==> src/rpva_cfg.svh <==
// Behaviour
// clock-position preload code starts preload sequence
// preload code elsewhere acts as ignore
// zero/one codes load inverted register output
// register-level codes never check output pins
// low code loads register, checks pin 0
// high code loads register, checks pin 1
// tester derives register value through inversion
// fuse-dependent inversion rejects level codes
// pins unused by preload hold state
// preload pins not restored afterwards
// after level preload, test output pins
// users account for inversion composing vectors
// ignore code holds input, output untested
// then continue with next vector normally
`ifndef RPVA_CFG_SVH
`define RPVA_CFG_SVH
`define RPVA_PINS        20
`define RPVA_CLK_POS     0
`define RPVA_SETTLE_NS   20
`define RPVA_CLK_NS      10
`define RPVA_SETTLE_CYC  ((`RPVA_SETTLE_NS + `RPVA_CLK_NS - 1) / `RPVA_CLK_NS)
`define RPVA_CODE_ZERO   4'h0
`define RPVA_CODE_ONE    4'h1
`define RPVA_CODE_LOW    4'h2
`define RPVA_CODE_HIGH   4'h3
`define RPVA_CODE_IGNORE 4'h4
`define RPVA_CODE_PRE    4'h5
`define RPVA_CODE_OTHER  4'h6
`endif

==> src/rpva_pkg.sv <==
`default_nettype none
package rpva_pkg;
  // one symbol per pin position of a vector
  typedef logic [3:0] rpva_code_type;
  // per-pin tester drive: level, enable
  typedef struct packed {
    logic lvl;
    logic oe;
  } rpva_drv_type;
  // check result of one vector
  typedef struct packed {
    logic done;
    logic err;
    logic rejected;
  } rpva_res_type;
  typedef enum logic [2:0] {
    ST_IDLE   = 3'b000,
    ST_LOAD   = 3'b001,
    ST_SETTLE = 3'b010,
    ST_CHECK  = 3'b011,
    ST_DONE   = 3'b100
  } rpva_state_type;
endpackage : rpva_pkg
`default_nettype wire

==> src/rpva_applier.sv <==
`include "rpva_cfg.svh"
`default_nettype none
module rpva_applier (
  input  wire  logic                             ref_clk,
  input  wire  logic                             reset,
  input  wire  logic                             vec_valid,   // one-cycle vector strobe
  input  wire  rpva_pkg::rpva_code_type [19:0]   vec_code,    // symbols of this vector
  input  wire  logic [19:0]                      preload_mask,// pins used by preload
  input  wire  logic [19:0]                      inv_mask,    // register-to-pin inverts
  input  wire  logic                             fuse_inv,    // inversion set by fuse
  input  wire  logic [19:0]                      pin_in,      // sampled pin levels
  output var   logic                             busy,
  output var   logic [19:0]                      pin_out,
  output var   logic [19:0]                      pin_oe,
  output var   logic [19:0]                      reg_load,    // preload register image (q)
  output var   logic                             load_stb,    // pulse: apply preload
  output var   logic                             vec_done,    // pulse: vector finished
  output var   logic                             vec_err,     // set a cycle before done, drops with it
  output var   logic                             vec_reject,  // pulse, one cycle before done
  output var   logic                             normal_stb   // ordinary vector handed on
);
  localparam int SETTLE = `RPVA_SETTLE_CYC;
  rpva_pkg::rpva_state_type state_q;
  rpva_pkg::rpva_code_type [19:0] code_q;     // held vector
  logic [19:0]                    expect_q;   // expected pin level
  logic [19:0]                    check_q;    // pins to compare
  logic [7:0]                     cnt_q;      // settle counter
  logic                           level_any;  // any H or L on a preload pin
  logic [19:0]                    lvl_hit;    // per-pin level code present
  logic                           is_pre;     // clock slot carries preload
  logic                           reject_now; // level codes met a fuse-set inversion

  // the preload code is only looked for in the clock slot; anywhere else
  // it falls through to the ignore handling further down
  assign is_pre = (vec_code[`RPVA_CLK_POS] == `RPVA_CODE_PRE);

  // a rejected vector must leave every register image and pin untouched,
  // so one shared term gates the register-image and pin writers below
  assign reject_now = level_any && fuse_inv;

  // per-pin decode of level codes on preload pins only
  genvar g;
  generate
    for (g = 0; g < `RPVA_PINS; g++) begin : g_dec
      assign lvl_hit[g] = preload_mask[g] &&
                          ((code_q[g] == `RPVA_CODE_LOW) || (code_q[g] == `RPVA_CODE_HIGH));
    end
  endgenerate
  assign level_any = |lvl_hit;

  // sequencer: preload vectors run load, settle, then check only if a level pin is set; rejected ones go from load to done
  always_ff @(posedge ref_clk) begin
    if (reset) begin
      state_q <= rpva_pkg::ST_IDLE;
    end else begin
      unique case (state_q)
        rpva_pkg::ST_IDLE: begin
          if (vec_valid && is_pre) begin
            state_q <= rpva_pkg::ST_LOAD;
          end
        end
        rpva_pkg::ST_LOAD: begin
          // fuse-chosen inversion makes level codes unsafe to resolve
          if (level_any && fuse_inv) begin
            state_q <= rpva_pkg::ST_DONE;
          end else begin
            state_q <= rpva_pkg::ST_SETTLE;
          end
        end
        rpva_pkg::ST_SETTLE: begin
          if (cnt_q == 8'(SETTLE - 1)) begin
            state_q <= (|check_q) ? rpva_pkg::ST_CHECK : rpva_pkg::ST_DONE;
          end
        end
        rpva_pkg::ST_CHECK: state_q <= rpva_pkg::ST_DONE;
        rpva_pkg::ST_DONE:  state_q <= rpva_pkg::ST_IDLE;
        default:            state_q <= rpva_pkg::ST_IDLE;
      endcase
    end
  end

  // capture vector
  always_ff @(posedge ref_clk) begin
    if (reset) begin
      code_q <= '0;
    end else if (state_q == rpva_pkg::ST_IDLE && vec_valid) begin
      code_q <= vec_code;
    end
  end

  // settle counter
  always_ff @(posedge ref_clk) begin
    if (reset) begin
      cnt_q <= 8'h00;
    end else if (state_q == rpva_pkg::ST_SETTLE) begin
      cnt_q <= cnt_q + 8'h01;
    end else begin
      cnt_q <= 8'h00;
    end
  end

  // register image and expected levels, built in load state
  // skipped on rejection: a refused vector performs no preload at all
  always_ff @(posedge ref_clk) begin
    if (reset) begin
      reg_load <= '0;
      expect_q <= '0;
      check_q  <= '0;
    end else if (state_q == rpva_pkg::ST_LOAD && !reject_now) begin
      for (int i = 0; i < `RPVA_PINS; i++) begin
        check_q[i] <= lvl_hit[i] && !fuse_inv;
        if (preload_mask[i] && i != `RPVA_CLK_POS) begin
          unique case (code_q[i])
            `RPVA_CODE_ZERO: reg_load[i] <= 1'b1;
            `RPVA_CODE_ONE:  reg_load[i] <= 1'b0;
            // pin = q xor inversion, so q = level xor inversion
            `RPVA_CODE_LOW: begin
              reg_load[i] <= 1'b0 ^ inv_mask[i];
              expect_q[i] <= 1'b0;
            end
            `RPVA_CODE_HIGH: begin
              reg_load[i] <= 1'b1 ^ inv_mask[i];
              expect_q[i] <= 1'b1;
            end
            default: reg_load[i] <= reg_load[i];
          endcase
        end
      end
    end
  end

  // load strobe, withheld when the vector is rejected
  always_ff @(posedge ref_clk) begin
    if (reset) begin
      load_stb <= 1'b0;
    end else begin
      load_stb <= (state_q == rpva_pkg::ST_LOAD) && !(level_any && fuse_inv);
    end
  end

  // pin drive: only preload pins with register codes are driven
  // pins are left as driven afterwards, nothing is restored
  // a rejected vector must not release or drive anything either
  always_ff @(posedge ref_clk) begin
    if (reset) begin
      pin_out <= '0;
      pin_oe  <= '0;
    end else if (state_q == rpva_pkg::ST_LOAD && !reject_now) begin
      for (int i = 0; i < `RPVA_PINS; i++) begin
        if (preload_mask[i] && (code_q[i] == `RPVA_CODE_ZERO || code_q[i] == `RPVA_CODE_ONE))
        begin
          pin_out[i] <= (code_q[i] == `RPVA_CODE_ONE);
          pin_oe[i]  <= 1'b1;
        end else if (lvl_hit[i]) begin
          pin_oe[i]  <= 1'b0;                                  // outputs released to be read
        end
      end                                                      // others hold
    end
  end

  // result pulses
  always_ff @(posedge ref_clk) begin
    if (reset) begin
      vec_done   <= 1'b0;
      vec_err    <= 1'b0;
      vec_reject <= 1'b0;
    end else begin
      vec_done   <= (state_q == rpva_pkg::ST_DONE);
      vec_reject <= (state_q == rpva_pkg::ST_LOAD) && level_any && fuse_inv;
      if (state_q == rpva_pkg::ST_CHECK) begin
        vec_err <= |((pin_in ^ expect_q) & check_q);
      end else if (state_q == rpva_pkg::ST_LOAD) begin
        vec_err <= level_any && fuse_inv;
      end else if (state_q == rpva_pkg::ST_IDLE) begin
        vec_err <= 1'b0;
      end
    end
  end

  // busy and hand-off of ordinary vectors
  always_ff @(posedge ref_clk) begin
    if (reset) begin
      busy       <= 1'b0;
      normal_stb <= 1'b0;
    end else begin
      busy       <= (state_q != rpva_pkg::ST_IDLE) || (vec_valid && is_pre);
      normal_stb <= (state_q == rpva_pkg::ST_IDLE) && vec_valid && !is_pre;
    end
  end
endmodule : rpva_applier
`default_nettype wire

==> config.mk <==
export PLATFORM = sky130hd
export DESIGN_NAME = rpva_applier
export DESIGN_NICKNAME = d
export VERILOG_FILES = /design/src/rpva_pkg.sv /design/src/rpva_applier.sv
export VERILOG_INCLUDE_DIRS = /design/src
export SDC_FILE = /design/constraint.sdc
export NUM_CORES = 1
export LEC_CHECK = 0
export ABC_CLOCK_PERIOD_IN_PS = 7300
export BUFFER_PORTS_ARGS = -buffer_cell sky130_fd_sc_hd__buf_2
export CAP_MARGIN = 25
export CORE_MARGIN = 1
export CORE_UTILIZATION = 45
export DETAILED_ROUTE_END_ITERATION = 10
export HOLD_SLACK_MARGIN = 0.12
export PLACE_DENSITY = 0.69
export SLEW_MARGIN = 20
export SYNTH_ARGS = -nofsm -noshare
export SYNTH_HDL_FRONTEND = slang
export SYNTH_SLANG_ARGS = --single-unit
==> constraint.sdc <==
create_clock -name ref_clk -period 7.3 [get_ports ref_clk]
set_input_delay 2.19 -clock ref_clk [delete_from_list [all_inputs] [get_ports ref_clk]]
set_output_delay 2.19 -clock ref_clk [all_outputs]
set_load 0.01 [all_outputs]
==> reports/qor.csv <==
metric;value;unit
postSynthCellCount;1040;
cts_setup_buffers;0;
ys_seq_elements;195;
drt-pass1-iter-count;5;
cts_tree;done;
skew;9.236;ps
finalHoldViolations;0;
grt_pass1_vias;7309;
fin_area;0.01068;mm²
drtIter0Drc;724;
avgSynthCellArea;8.571;µm²
relSlewSlack;34.94;%
finalCritPeriodShare;61.65;%
synth.distinct_cells;61;
synthFlopType;dfxtp_1;
path_cells;buf_2, nor4bb_1, or4_1, nor2_8, a311oi_4, a22o_1;
cp_slowest_cell;a311oi_4;
hold_class;flop to flop;
route.detailed.drc;0;
synth.area.top_cells;dfxtp_1 (44%), nand2_1 (9.5%), a21oi_1 (5.4%);
globalplace.congestion;0.8549;
fmax;222.2;MHz
final_nets;1353;
syn-cell-area;0.008914;mm²
detail_route.wirelength;27090;µm
vias;8229;
async_flop_share;0;%
globalRouteOverflowTotal;0;
instances_no_fill;1487;
ir_drop;161.2;µV
dpl.hpwl;19630;µm
yosysMostFrequentCell;nand2_1;
clockBufferDepth;2;
setup_viol_count_final;0;
post_cts_resized;0;
area_growth;19.81;%
fp.dieH;142.7;µm
antenna_found_initial;3;
fill_cells;1851;
cpLargestDelayFamily;simple AND/OR/NAND/NOR gates;
worstSetupStartpointType;primary input;
finalPower;2.478;mW
powerDensity;232.1;mW/mm²
clkSinkCount;195;
crit_buf_inv;1;
dieArea;0.02037;mm²
power_leakage;4.411;nW
hold_buffers;0;
postRouteAntennaNets;0;
cts_root_buffer;clkbuf_16;
ys_seq_area_share;43.80;%
syn_nets;1186;
drive_above_1_share;22.79;%
grt_pass1_wl;40420;µm
cts_max_level;4;
portBuffers;207;
synth_edf_count;0;
cap_violations;0;
synth_top_area_share;43.80;%
start_util;45.80;%
layout_min_cycle_time;4500;ps
slew_viol_final;0;
synthTopCellsByCount;nand2_1 (225), dfxtp_1 (195), a21oi_1 (97);
cp-end-kind;flop;
max_stage_delay;870;ps
rsz0062_at_grt;no;
core.rowCount;51;
cts_buffers;17;
critPathKind;primary input to flop;
layout_setup_ws;2800;ps
wl_per_cell;18.22;µm
cp_data_arrival_time;4860;ps
yosysWarnings;0;
coreArea;0.01946;mm²
tightest_slew;975.9;ps
tns;0;ps
clock_latency;430;ps
preCtsSetupSlack;2413;ps
placed_area;0.01006;mm²
status;finished, final reports clean;
grt_usage;26.38;%
grt_start_max_net_pins;82;
top_level_ports;210;
post-route-util;54.87;%
hold_ws;457.9;ps
clk_pin_slew;70;ps
die_w;142.7;µm
cp.required;7660;ps
cp_max_fo;31;
viasPerCell;5.534;
yosys.area.top_type;dfxtp_1;
dp_cells;1452;
==> worst paths after layout <==
path                            slack (ps)             from           to  depth (start not counted)
worst max-delay path                  2800  preload_mask[0]  check_q[16]                          6
worst min-delay path                   460       code_q[51]   code_q[51]                          2
worst max register to register        4300        code_q[1]  check_q[16]                          5
worst min register to register         460       code_q[51]   code_q[51]                          2
==> power breakdown <==
| part | internal [mW] | switching [mW] |
|---|---|---|
| sequential | 1.11 | 0.0503 |
| clock | 0.534 | 0.414 |
| combinational | 0.125 | 0.245 |
==> kinds of logic after synthesis <==
logic type / after synthesis / share of synthesized area (%)
other: 1 / 0.04207
AND/OR/NAND/NOR: 458 / 25.44
XOR/XNOR: 44 / 4.323
adder cells (fa/ha/maj): 2 / 0.2807
multiplexers: 36 / 4.043
AO/OA/AOI/OAI: 231 / 18.52
flip-flops: 195 / 43.80
buffers and inverters: 73 / 3.565
==> state kept, by name (all words and copies together) (netlist names), 3 cells and up <==
register,flops
code_q,80
check_q,20
pin_oe,20
pin_out,20
expect_q,19
reg_load,19
cnt_q,8
state_q,3
==> metal layers <==
metal / track usage [%] / wire length [µm] / vias to the layer above
li1: - / - / 4044
met1: 39.12 / 12830 / 3828
met2: 37.46 / 11480 / 321
met3: 6.103 / 2223 / 36
met4: 7.866 / 557 / 0
met5: 0 / 0 / -
==> worst reg2reg max path: stages, from the launching register on <==
cell      delay [ps]
dfxtp_1          390
nor4bb_1         670
or4_1            550
nor2_8           220
a311oi_4         870
a22o_1           240
==> placed cells by master, fill, tap and decap left out, drive strengths merged, types with 7 or more instances in the layout <==
master   Yosys  final
o41ai       16     16
dfxtp      195    195
clkbuf      53     21
a311o        9      9
a21oi       97     97
nand3       35     35
o2111ai     13     13
nor4bb      16     16
buf         16    217
nor3b       21     21
o21ai       13     13
o211ai      13     13
nand2      225    225
nor2        53     53
and3        16     16
nor3        20     20
mux2i       36     36
nor4         7      7
clkinv       1      7
a22oi        9      9
a22o        16     16
a31oi       17     17
xor2        23     23
xnor2       21     21
nand2b      29     29
or3         10     10
==> cell type report <==
cell class              instances  area, µm²  share of cell area, %
clock buffers                  21      470.5                  4.405
diodes                          2      5.005                0.04687
well taps                     265      331.6                  3.105
inverters                       4      15.01                 0.1406
clock inverters                11      126.4                  1.183
multi-input cells             772       4701                  44.02
repair buffers                217       1126                  10.54
flip-flops and latches        195       3904                  36.56
No activity file was read; power rests on OpenSTA's default activity.
